[src/hk_regs_pkg.sv]
// package for the housekeeping result and power toggle register slice
// assumes a plain address/strobe register port with 10-bit data
package hk_regs_pkg;

	// ------------------------------------------------------------
	// register map
	// ------------------------------------------------------------
	localparam logic [4:0] ADDR_POWER_TOGGLE_PULSES    = 5'h04;
	localparam logic [4:0] ADDR_BACKUP_BATTERY_RESULT  = 5'h12;
	localparam logic [4:0] ADDR_AUX_INPUT_ONE_RESULT   = 5'h13;
	localparam logic [4:0] ADDR_AUX_INPUT_TWO_RESULT   = 5'h14;
	localparam logic [4:0] ADDR_AUX_INPUT_THREE_RESULT = 5'h15;
	localparam logic [4:0] ADDR_AUX_INPUT_FOUR_RESULT  = 5'h16;
	localparam logic [4:0] ADDR_CONV_STATUS            = 5'h18;
	localparam logic [4:0] ADDR_POWER_LATCHES          = 5'h1A;

	// ------------------------------------------------------------
	// field positions and reset values
	// ------------------------------------------------------------
	localparam int         DATA_W            = 10;
	localparam int         LATCH_W           = 5;
	localparam int         CHAN_W            = 3;
	localparam int         NUM_CHANNELS      = 5;
	localparam int         BIT_HK_CONV_LATCH = 4;
	localparam int         BIT_VOICE_DOWN    = 1;
	localparam int         BIT_VOICE_UP      = 0;
	localparam int         BIT_BUSY          = 0;
	localparam logic [9:0] RESULT_RESET      = 10'h000;
	localparam logic [4:0] LATCH_RESET       = 5'h00;
	localparam logic [9:0] READ_ZERO         = 10'h000;

	// conversion result delivered by the converter front end
	typedef struct packed {
		logic [2:0] channel;
		logic [9:0] value;
	} conv_result_t;

	// register port request
	typedef struct packed {
		logic [4:0] addr;
		logic [9:0] wdata;
		logic       wr;
		logic       rd;
	} reg_req_t;

endpackage

[src/hk_regs.sv]
// housekeeping converter result registers and power toggle latches
// assumes converter busy and result come from logic on i_clock
//
// Function
// - backup battery result at 18, read-only, zero reset
// - aux input one result at 19
// - aux input two result at 20
// - aux input three result at 21
// - aux input four result at 22
// - toggle register at 4 stores nothing
// - zero toggle bit leaves latch unchanged
// - set and clear together clears latch
// - bits 9/8 set/clear converter latch bit 4
// - bits 7/6 set/clear correction DAC latch bit 3
// - bits 5/4 set/clear aux DAC latch bit 2
// - bits 3/2 set/clear downlink latch bit 1
// - bits 1/0 set/clear uplink latch bit 0
// - status bit 0 high while converting
// - cleared latch holds unit powered down
//
// Decided for this implementation: the address-and-strobe port.
`timescale 1ns/10ps
`default_nettype none

module hk_regs
(
	input  wire logic                       i_clock,
	input  wire logic                       i_rst_n,
	input  wire logic                       i_enable,
	input  wire hk_regs_pkg::reg_req_t      i_req,
	input  wire logic                       i_conv_busy,
	input  wire hk_regs_pkg::conv_result_t  i_conv_result,
	output logic [9:0]                      o_rdata,
	output logic                            o_conversion_in_progress,
	output logic [4:0]                      o_power_enables
);

	// ------------------------------------------------------------
	// state
	// ------------------------------------------------------------
	typedef struct packed {
		logic [4:0][9:0] result;
		logic [4:0]      latch;
		logic            busy_seen;
		logic [9:0]      rdata;
	} state_t;

	state_t state;
	state_t next_state;

	// apply a write of the toggle register to the latches; clear wins
	function automatic logic [4:0] apply_toggles(input logic [4:0] cur, input logic [9:0] wd);
		logic [4:0] res;
		res = cur;
		for (int i = 0; i < hk_regs_pkg::LATCH_W; i++)
		begin
			if (wd[2*i+1])
				res[i] = 1'b1;
			if (wd[2*i])
				res[i] = 1'b0;
		end
		return res;
	endfunction

	// true for a write strobe aimed at the toggle register
	function automatic logic toggle_write(input hk_regs_pkg::reg_req_t req);
		return req.wr && req.addr == hk_regs_pkg::ADDR_POWER_TOGGLE_PULSES;
	endfunction

	// true for a read strobe aimed at one address
	function automatic logic read_at(input hk_regs_pkg::reg_req_t req, input logic [4:0] addr);
		return req.rd && req.addr == addr;
	endfunction

	// latches named by either toggle of their pair; the rest must hold
	function automatic logic [4:0] touched(input logic [9:0] wd);
		logic [4:0] hit;
		for (int i = 0; i < hk_regs_pkg::LATCH_W; i++)
			hit[i] = wd[2*i+1] | wd[2*i];
		return hit;
	endfunction

	// ------------------------------------------------------------
	// next state
	// ------------------------------------------------------------
	always_comb
	begin
		next_state = state;
		next_state.busy_seen = i_conv_busy;
		// new result captured on the falling edge of busy
		if (state.busy_seen && !i_conv_busy
			&& i_conv_result.channel < 3'(hk_regs_pkg::NUM_CHANNELS))
			next_state.result[i_conv_result.channel] = i_conv_result.value;
		// toggle write only pulses latches, nothing kept
		if (toggle_write(i_req))
			next_state.latch = apply_toggles(state.latch, i_req.wdata);
		// read data only stands the cycle after the strobe
		next_state.rdata = hk_regs_pkg::READ_ZERO;
		if (i_req.rd)
		begin
			unique case (i_req.addr)
				hk_regs_pkg::ADDR_BACKUP_BATTERY_RESULT:  next_state.rdata = state.result[0];
				hk_regs_pkg::ADDR_AUX_INPUT_ONE_RESULT:   next_state.rdata = state.result[1];
				hk_regs_pkg::ADDR_AUX_INPUT_TWO_RESULT:   next_state.rdata = state.result[2];
				hk_regs_pkg::ADDR_AUX_INPUT_THREE_RESULT: next_state.rdata = state.result[3];
				hk_regs_pkg::ADDR_AUX_INPUT_FOUR_RESULT:  next_state.rdata = state.result[4];
				hk_regs_pkg::ADDR_CONV_STATUS:
					next_state.rdata = {9'h000, i_conv_busy};
				hk_regs_pkg::ADDR_POWER_LATCHES:
					next_state.rdata = {5'h00, state.latch};
				default:
					next_state.rdata = hk_regs_pkg::READ_ZERO;
			endcase
		end
	end

	// ------------------------------------------------------------
	// registers; clock enable freezes everything
	// ------------------------------------------------------------
	always_ff @(posedge i_clock)
	begin
		if (!i_rst_n)
		begin
			state.result    <= {5{hk_regs_pkg::RESULT_RESET}};
			state.latch     <= hk_regs_pkg::LATCH_RESET;
			state.busy_seen <= 1'b0;
			state.rdata     <= hk_regs_pkg::READ_ZERO;
		end
		else if (i_enable)
			state <= next_state;
	end

	// outputs straight from flip-flops; low enable powers unit down
	assign o_rdata                  = state.rdata;
	assign o_conversion_in_progress = state.busy_seen;
	assign o_power_enables          = state.latch;

	// ------------------------------------------------------------
	// checks
	// ------------------------------------------------------------
	property p_clear_wins;
		@(posedge i_clock) disable iff (!i_rst_n)
		(i_enable && i_req.wr && i_req.addr == hk_regs_pkg::ADDR_POWER_TOGGLE_PULSES
			&& i_req.wdata[9] && i_req.wdata[8]) |=> !o_power_enables[4];
	endproperty
	a_clear_wins: assert property (p_clear_wins) else $error("clear did not win");

	property p_set_conv;
		@(posedge i_clock) disable iff (!i_rst_n)
		(i_enable && i_req.wr && i_req.addr == hk_regs_pkg::ADDR_POWER_TOGGLE_PULSES
			&& i_req.wdata[9] && !i_req.wdata[8]) |=> o_power_enables[4];
	endproperty
	a_set_conv: assert property (p_set_conv) else $error("converter latch not set");

	property p_set_up;
		@(posedge i_clock) disable iff (!i_rst_n)
		(i_enable && i_req.wr && i_req.addr == hk_regs_pkg::ADDR_POWER_TOGGLE_PULSES
			&& i_req.wdata[1] && !i_req.wdata[0]) |=> o_power_enables[0];
	endproperty
	a_set_up: assert property (p_set_up) else $error("uplink latch not set");

	property p_zero_keeps;
		@(posedge i_clock) disable iff (!i_rst_n)
		!(i_req.wr && i_req.addr == hk_regs_pkg::ADDR_POWER_TOGGLE_PULSES)
			|=> $stable(o_power_enables);
	endproperty
	a_zero_keeps: assert property (p_zero_keeps) else $error("latch changed without write");

	property p_clear_down;
		@(posedge i_clock) disable iff (!i_rst_n)
		(i_enable && i_req.wr && i_req.addr == hk_regs_pkg::ADDR_POWER_TOGGLE_PULSES
			&& i_req.wdata[2]) |=> !o_power_enables[1];
	endproperty
	a_clear_down: assert property (p_clear_down) else $error("downlink latch not cleared");

	property p_read_backup;
		@(posedge i_clock) disable iff (!i_rst_n)
		(i_enable && i_req.rd && i_req.addr == hk_regs_pkg::ADDR_BACKUP_BATTERY_RESULT)
			|=> o_rdata == $past(state.result[0]);
	endproperty
	a_read_backup: assert property (p_read_backup) else $error("backup read wrong");

	property p_read_status;
		@(posedge i_clock) disable iff (!i_rst_n)
		(i_enable && i_req.rd && i_req.addr == hk_regs_pkg::ADDR_CONV_STATUS)
			|=> o_rdata == {9'h000, $past(i_conv_busy)};
	endproperty
	a_read_status: assert property (p_read_status) else $error("status read wrong");

	property p_capture;
		@(posedge i_clock) disable iff (!i_rst_n)
		(i_enable && state.busy_seen && !i_conv_busy && i_conv_result.channel == 3'h1)
			|=> state.result[1] == $past(i_conv_result.value);
	endproperty
	a_capture: assert property (p_capture) else $error("result not captured");

	property p_unmapped;
		@(posedge i_clock) disable iff (!i_rst_n)
		(i_enable && i_req.rd && i_req.addr == hk_regs_pkg::ADDR_POWER_TOGGLE_PULSES)
			|=> o_rdata == 10'h000;
	endproperty
	a_unmapped: assert property (p_unmapped) else $error("toggle reg read not zero");

	property p_clear_conv;
		@(posedge i_clock) disable iff (!i_rst_n)
		(i_enable && toggle_write(i_req) && i_req.wdata[8]) |=> !o_power_enables[4];
	endproperty
	a_clear_conv: assert property (p_clear_conv) else $error("converter latch not cleared");

	property p_set_freq;
		@(posedge i_clock) disable iff (!i_rst_n)
		(i_enable && toggle_write(i_req) && i_req.wdata[7:6] == 2'b10) |=> o_power_enables[3];
	endproperty
	a_set_freq: assert property (p_set_freq) else $error("correction latch not set");

	property p_clear_freq;
		@(posedge i_clock) disable iff (!i_rst_n)
		(i_enable && toggle_write(i_req) && i_req.wdata[6]) |=> !o_power_enables[3];
	endproperty
	a_clear_freq: assert property (p_clear_freq) else $error("correction latch not cleared");

	property p_set_aux_dac;
		@(posedge i_clock) disable iff (!i_rst_n)
		(i_enable && toggle_write(i_req) && i_req.wdata[5:4] == 2'b10) |=> o_power_enables[2];
	endproperty
	a_set_aux_dac: assert property (p_set_aux_dac) else $error("aux dac latch not set");

	property p_clear_aux_dac;
		@(posedge i_clock) disable iff (!i_rst_n)
		(i_enable && toggle_write(i_req) && i_req.wdata[4]) |=> !o_power_enables[2];
	endproperty
	a_clear_aux_dac: assert property (p_clear_aux_dac) else $error("aux dac latch not cleared");

	property p_set_down;
		@(posedge i_clock) disable iff (!i_rst_n)
		(i_enable && toggle_write(i_req) && i_req.wdata[3:2] == 2'b10) |=> o_power_enables[1];
	endproperty
	a_set_down: assert property (p_set_down) else $error("downlink latch not set");

	property p_clear_up;
		@(posedge i_clock) disable iff (!i_rst_n)
		(i_enable && toggle_write(i_req) && i_req.wdata[0]) |=> !o_power_enables[0];
	endproperty
	a_clear_up: assert property (p_clear_up) else $error("uplink latch not cleared");

	property p_untouched_keep;
		@(posedge i_clock) disable iff (!i_rst_n)
		(i_enable && toggle_write(i_req)) |=>
			((o_power_enables ^ $past(o_power_enables)) & ~touched($past(i_req.wdata))) == '0;
	endproperty
	a_untouched_keep: assert property (p_untouched_keep) else $error("zero toggle moved a latch");

	property p_read_one;
		@(posedge i_clock) disable iff (!i_rst_n)
		(i_enable && read_at(i_req, hk_regs_pkg::ADDR_AUX_INPUT_ONE_RESULT))
			|=> o_rdata == $past(state.result[1]);
	endproperty
	a_read_one: assert property (p_read_one) else $error("aux one read wrong");

	property p_read_two;
		@(posedge i_clock) disable iff (!i_rst_n)
		(i_enable && read_at(i_req, hk_regs_pkg::ADDR_AUX_INPUT_TWO_RESULT))
			|=> o_rdata == $past(state.result[2]);
	endproperty
	a_read_two: assert property (p_read_two) else $error("aux two read wrong");

	property p_read_three;
		@(posedge i_clock) disable iff (!i_rst_n)
		(i_enable && read_at(i_req, hk_regs_pkg::ADDR_AUX_INPUT_THREE_RESULT))
			|=> o_rdata == $past(state.result[3]);
	endproperty
	a_read_three: assert property (p_read_three) else $error("aux three read wrong");

	property p_read_four;
		@(posedge i_clock) disable iff (!i_rst_n)
		(i_enable && read_at(i_req, hk_regs_pkg::ADDR_AUX_INPUT_FOUR_RESULT))
			|=> o_rdata == $past(state.result[4]);
	endproperty
	a_read_four: assert property (p_read_four) else $error("aux four read wrong");

	property p_read_latches;
		@(posedge i_clock) disable iff (!i_rst_n)
		(i_enable && read_at(i_req, hk_regs_pkg::ADDR_POWER_LATCHES))
			|=> o_rdata == {5'h00, $past(state.latch)};
	endproperty
	a_read_latches: assert property (p_read_latches) else $error("latch readback wrong");

	property p_status_follows;
		@(posedge i_clock) disable iff (!i_rst_n)
		i_enable |=> o_conversion_in_progress == $past(i_conv_busy);
	endproperty
	a_status_follows: assert property (p_status_follows) else $error("busy copy wrong");

	property p_result_holds;
		@(posedge i_clock) disable iff (!i_rst_n)
		(i_enable && !(state.busy_seen && !i_conv_busy)) |=> $stable(state.result);
	endproperty
	a_result_holds: assert property (p_result_holds) else $error("result moved without capture");

	property p_freeze;
		@(posedge i_clock) disable iff (!i_rst_n)
		!i_enable |=> $stable(state);
	endproperty
	a_freeze: assert property (p_freeze) else $error("state moved while disabled"); // enable low freezes

	property p_rdata_idle;
		@(posedge i_clock) disable iff (!i_rst_n)
		(i_enable && !i_req.rd) |=> o_rdata == 10'h000;
	endproperty
	a_rdata_idle: assert property (p_rdata_idle) else $error("read data outside read"); // one cycle only

	property p_capture_backup;
		@(posedge i_clock) disable iff (!i_rst_n)
		(i_enable && state.busy_seen && !i_conv_busy && i_conv_result.channel == 3'h0)
			|=> state.result[0] == $past(i_conv_result.value);
	endproperty
	a_capture_backup: assert property (p_capture_backup) else $error("backup not captured");

	property p_capture_four;
		@(posedge i_clock) disable iff (!i_rst_n)
		(i_enable && state.busy_seen && !i_conv_busy && i_conv_result.channel == 3'h4)
			|=> state.result[4] == $past(i_conv_result.value);
	endproperty
	a_capture_four: assert property (p_capture_four) else $error("aux four not captured");

	property p_ignore_channel;
		@(posedge i_clock) disable iff (!i_rst_n)
		(i_enable && state.busy_seen && !i_conv_busy && i_conv_result.channel > 3'h4)
			|=> $stable(state.result);
	endproperty
	a_ignore_channel: assert property (p_ignore_channel) else $error("bad channel stored");

	property p_reset_values;
		@(posedge i_clock)
		!i_rst_n |=> (o_power_enables == 5'h00 && o_rdata == 10'h000 && state.result == '0);
	endproperty
	a_reset_values: assert property (p_reset_values) else $error("reset values wrong");

endmodule

`default_nettype wire

[config.mk]
export PLATFORM = sky130hd
export DESIGN_NAME = hk_regs
export DESIGN_NICKNAME = d
export VERILOG_FILES = /design/src/hk_regs_pkg.sv /design/src/hk_regs.sv
export SDC_FILE = /design/constraint.sdc
export NUM_CORES = 1
export LEC_CHECK = 0
export ABC_AREA = 1
export BUFFER_PORTS_ARGS = -buffer_cell sky130_fd_sc_hd__buf_2
export CORE_MARGIN = 2
export CORE_UTILIZATION = 50
export DETAILED_ROUTE_END_ITERATION = 16
export PLACE_DENSITY = 0.72
export SLEW_MARGIN = 20
export SYNTH_ARGS = -nofsm -noshare
export SYNTH_HDL_FRONTEND = slang
export SYNTH_SLANG_ARGS = --single-unit
export TNS_END_PERCENT = 1
[constraint.sdc]
create_clock -name i_clock -period 1.8 [get_ports i_clock]
set_clock_uncertainty 0.1 [all_clocks]
set_input_delay 0.27 -clock i_clock [delete_from_list [all_inputs] [get_ports i_clock]]
set_output_delay 0.27 -clock i_clock [all_outputs]
set_load 0.03 [all_outputs]
Yosys cells after proc, flatten, opt, wreduce, memory -nomap -nowiden
Cells that the tools add are included.
Storage, ports and cells
  register bits after elaboration: 66
  bits of input ports: 34
  output and inout bits: 16
  logic and storage cells: 54
Operators by class
  order comparisons: 3
  eq/ne operators: 8
  mux-type cells: 15
  reductions and logical operators: 16
Operators with widths (number)
  one-hot mux 10 bit (7 select lines): 1
  bitwise mux 50 bit: 1
  == test 5 bit, second input constant: 7
  demux 10 bit (select 3 bit): 1
  2-to-1 mux 10 bit: 2
  AND reduction 3 bit: 5
  2-to-1 mux 1 bit: 10
  nonzero test 2 bit: 5
  == test 5 x 3 -> 1 bit, second input constant: 1
  logical AND 1 bit: 4
  less-than comparator 3 x 4 -> 1 bit, second input constant: 1
  greater-or-equal comparator 3 x 1 -> 1 bit, second input constant: 1
  less-than comparator 3 bit, second input constant: 1
  AND reduction 2 bit: 1
  zero test 1 bit: 1

Longest topological paths before layout
  word-level depth: 5
  mapped depth: 10
  mapped depth without buffers: 9

Least setup slack after synthesis
Ideal clock, no wire load.
  path type: reg2reg
  start: register state, in the netlist o_conversion_in_progress
  end: register state[16] in the netlist's numbering
  setup time: 0.116 ns
  data arrival time: 1.283 ns
  data required time: 1.584 ns
  setup slack: 0.301 ns
  stages on the path, launching flop included: 7
  buffers on the path: 1
  period minus slack after synthesis: 1.499 ns
  path through: dfxtp_1 -> nand3_2 -> nor3_1 -> inv_2 -> buf_2 -> nor2_1 -> nor2_1
Between the ends
  cells in the longest elaborated chain, start to end: 3
RTL lines
  start, declared: line hk_regs.sv:48  | state_t state;
  start signal, assigned: line hk_regs.sv:130  | state <= next_state;
  logical AND 1 bit: line hk_regs.sv:91  | if (state.busy_seen && !i_conv_busy
  logical AND 1 bit: line hk_regs.sv:92  | && i_conv_result.channel < 3'(hk_regs_pkg::NUM_CHANNELS))
  AND reduction 2 bit (no source line)
No other way between the ends.
A chain may end at the register's enable or synchronous reset.

Worst setup path after layout
  start: register state, in the netlist o_conversion_in_progress
  end: register state[56] in the netlist's numbering
The elaborated chain is that of the path after synthesis.

==> metrics.yaml <==
outcome: "completed"
post_cts_buffers: 0
finalSetupViolCount: 0
required_ns: 1.98
post_cts_resize_count: 0
placed_cells: 567
dpl_cell_area_um2: 3420
drt-total-wl_mm: 7.67
async_flop_share_pct: 0
drt_iter0_drc: 197
grt_pass1_wl_mm: 12.7
cap_violations: 0
track_usage_pct: 22.5
cts.sinks: 66
hold_violations: 0
cts-hold-fix-buffers: 0
finalWeightedCongestion: 0.834
vias: 2971
r2r_start: "o_conversion_in_progress$_SDFFE_PN0P_"
synth_top_family_by_area: "simple AND/OR/NAND/NOR gates"
yosysTopAreaCellShare_pct: 40.9
syn_area_um2: 3230
numCtsBuffers: 9
grt_pass1_vias: 2643
synth_cells: 467
clk_pin_slew_ns: 0.08
p_leak_nw: 1.59
arrival_ns: 1.76
n_fill_cell: 626
antenna_found_initial: 0
vias_per_cell: 5.10
initial_core_util_pct: 51.2
fmax_mhz: 635
synth.area.mux_share_pct: 0
place_ws_ns: 0.178
ys.flop_type: "dfxtp_1"
grt_overflow: 0
hold_class: "input port to flip-flop"
r2r_cells: 6
port_buffers: 49
synth_compound_area_share_pct: 14.3
synth_most_common_cell: "nor2_1"
layout-drive-gt1-share_pct: 20.4
post_drt_wl_per_cell_um: 13.2
layout_min_cycle_time_ns: 1.57
synth.largest_area_cell: "dfxtp_1"
relSlewSlack_pct: 66.8
synth_commonest_cells: "nor2_1, nand2_1, dfxtp_1"
crit_start: "o_conversion_in_progress$_SDFFE_PN0P_"
synth_edf_count: 0
fin_crit_sh_pct: 87.5
syn2layout_area_growth_pct: 12.3
die_h_um: 84.4
ant_nets: 0
final_cells: 583
path_class: "flip-flop to flip-flop"
synthXorXnorAreaFrac_pct: 0
syn-num-nets: 501
first_pass_iters: 5
worst_hold_path.endpoint: "o_power_enables[2]$_SDFFE_PN0P_"
fin_ws_ns: 0.225
nNetsFinal: 535
dp_hpwl_mm: 5.48
tightest_slew_ns: 0.498
crit_path_max_fanout: 15
syn_area_per_cell_um2: 6.92
ios: 50
rsz0062_at_grt: "false"
regToRegEndpoint: "state[56]$_SDFFE_PN0P_"
rows: 29
r2r_setup_slack_ns: 0.23
synthAdderAreaFrac_pct: 0
yosys-top-cells-area: "dfxtp_1, nor2_1, nand2_1"
core_um2: 6310
ys_warn_count: 0
hold_start: "i_req[6]"
clk_latency_ns: 0.34
grt_max_degree: 54
die-area_um2: 7120
vdd_ir_drop_max_v: 0.000635
cts.htree.levels: 3
min_path_cells: 4
stdcell_area_um2: 3630
diodes: 0
cts.path.max_buffers: 2
drc_errors: 0
cp-end-kind: "flip-flop"
startpoint_type: "flip-flop"
post_synth_and_or_nand_nor_area_fraction_pct: 33.3
maxSlewViolCount: 0
cts_tree: "yes"
yosysSeqAreaShare_pct: 40.9
finalSetupTns_ns: 0
ys_ff_latch: 66
ys_types: 28
die_w_um: 84.4
power_density_nw_per_um2: 821
cts_root_buf: "clkbuf_8"
==> sequential cells by signal, summed over array words and instances, names as in the netlist <==
| name | cells |
|---|---|
| o_conversion_in_progress | 1 |
| o_power_enables | 5 |
| o_rdata | 10 |
| state | 50 |
==> layer usage <==
layer,vias to the layer above,GRT usage (%),routed length [um]
li1,1540,-,-
met1,1316,31.6,3650
met2,105,34.5,3380
met3,10,6.29,538
met4,0,5.19,101
met5,-,0,0
==> power breakdown <==
| part | total, mW | switching, mW | internal (mW) |
|---|---|---|---|
| Sequential | 1.47 | 0.00492 | 1.47 |
| Combinational | 0.221 | 0.153 | 0.0675 |
| Clock | 1.28 | 0.604 | 0.679 |
==> cell families (layout without fill, tap and decap cells) <==
logic type,after synthesis,count (layout)
AND/OR/NAND/NOR,240,240
AO/OA/AOI/OAI,84,84
buffers and inverters,77,116
flip-flops,66,66
==> area by class of cell <==
class	instances	area [um2]	share of cell area, %
Multi-Input combinational cell	324	1540	42.4
Sequential cell	66	1320	36.4
Timing Repair Buffer	57	305	8.42
Inverter	43	164	4.52
Clock buffer	10	138	3.79
Tap cell	77	96.3	2.66
Clock inverter	6	65.1	1.79
==> worst max-delay path by stage <==
stage,endpoint,slack (ns),cells after the start
6_report,state[56]$_SDFFE_PN0P_,0.23,6
5_1_grt,state[57]$_SDFFE_PN0P_,0.10,6
4_1_cts,state[59]$_SDFFE_PN0P_,0.24,6
3_5_place_dp,state[59]$_SDFFE_PN0P_,0.18,7
3_3_place_gp,state[60]$_SDFFE_PN0P_,0.20,7
2_1_floorplan,state[16]$_SDFFE_PN0P_,0.30,6
==> worst max-delay path, stage by stage (launching register included) <==
cell and delay (ns):
dfxtp_1 0.36, nand3_2 0.14, inv_1 0.14, nand2_1 0.31
inv_1 0.29, nor2_1 0.06, nor2_1 0.10
==> cells in the final DEF (no fill, tap or decap), types with 3 or more instances in the layout <==
cell type,count
inv_2,3
a21oi_2,10
inv_1,37
nor2_2,4
buf_2,49
nand4_1,13
nor2_1,113
dfxtp_1,66
o21ai_0,50
nand3_1,18
buf_4,8
clkbuf_8,10
nand2_2,4
a21oi_1,23
nor2_8,3
nand2_1,77
==> through the flow <==
step / utilization, % / power (mW) / hold WS, ns
floorplan: - / 1.64 / 0.269
finish: 57.5 / 2.98 / 0.0613
CTS: 57.5 / 3.00 / 0.0514
global placement: 54.2 / 1.72 / 0.338
global route: 57.5 / 3.08 / 0.0654
detailed placement: 54.2 / 1.73 / 0.347
(Power assumes the default switching activity.)
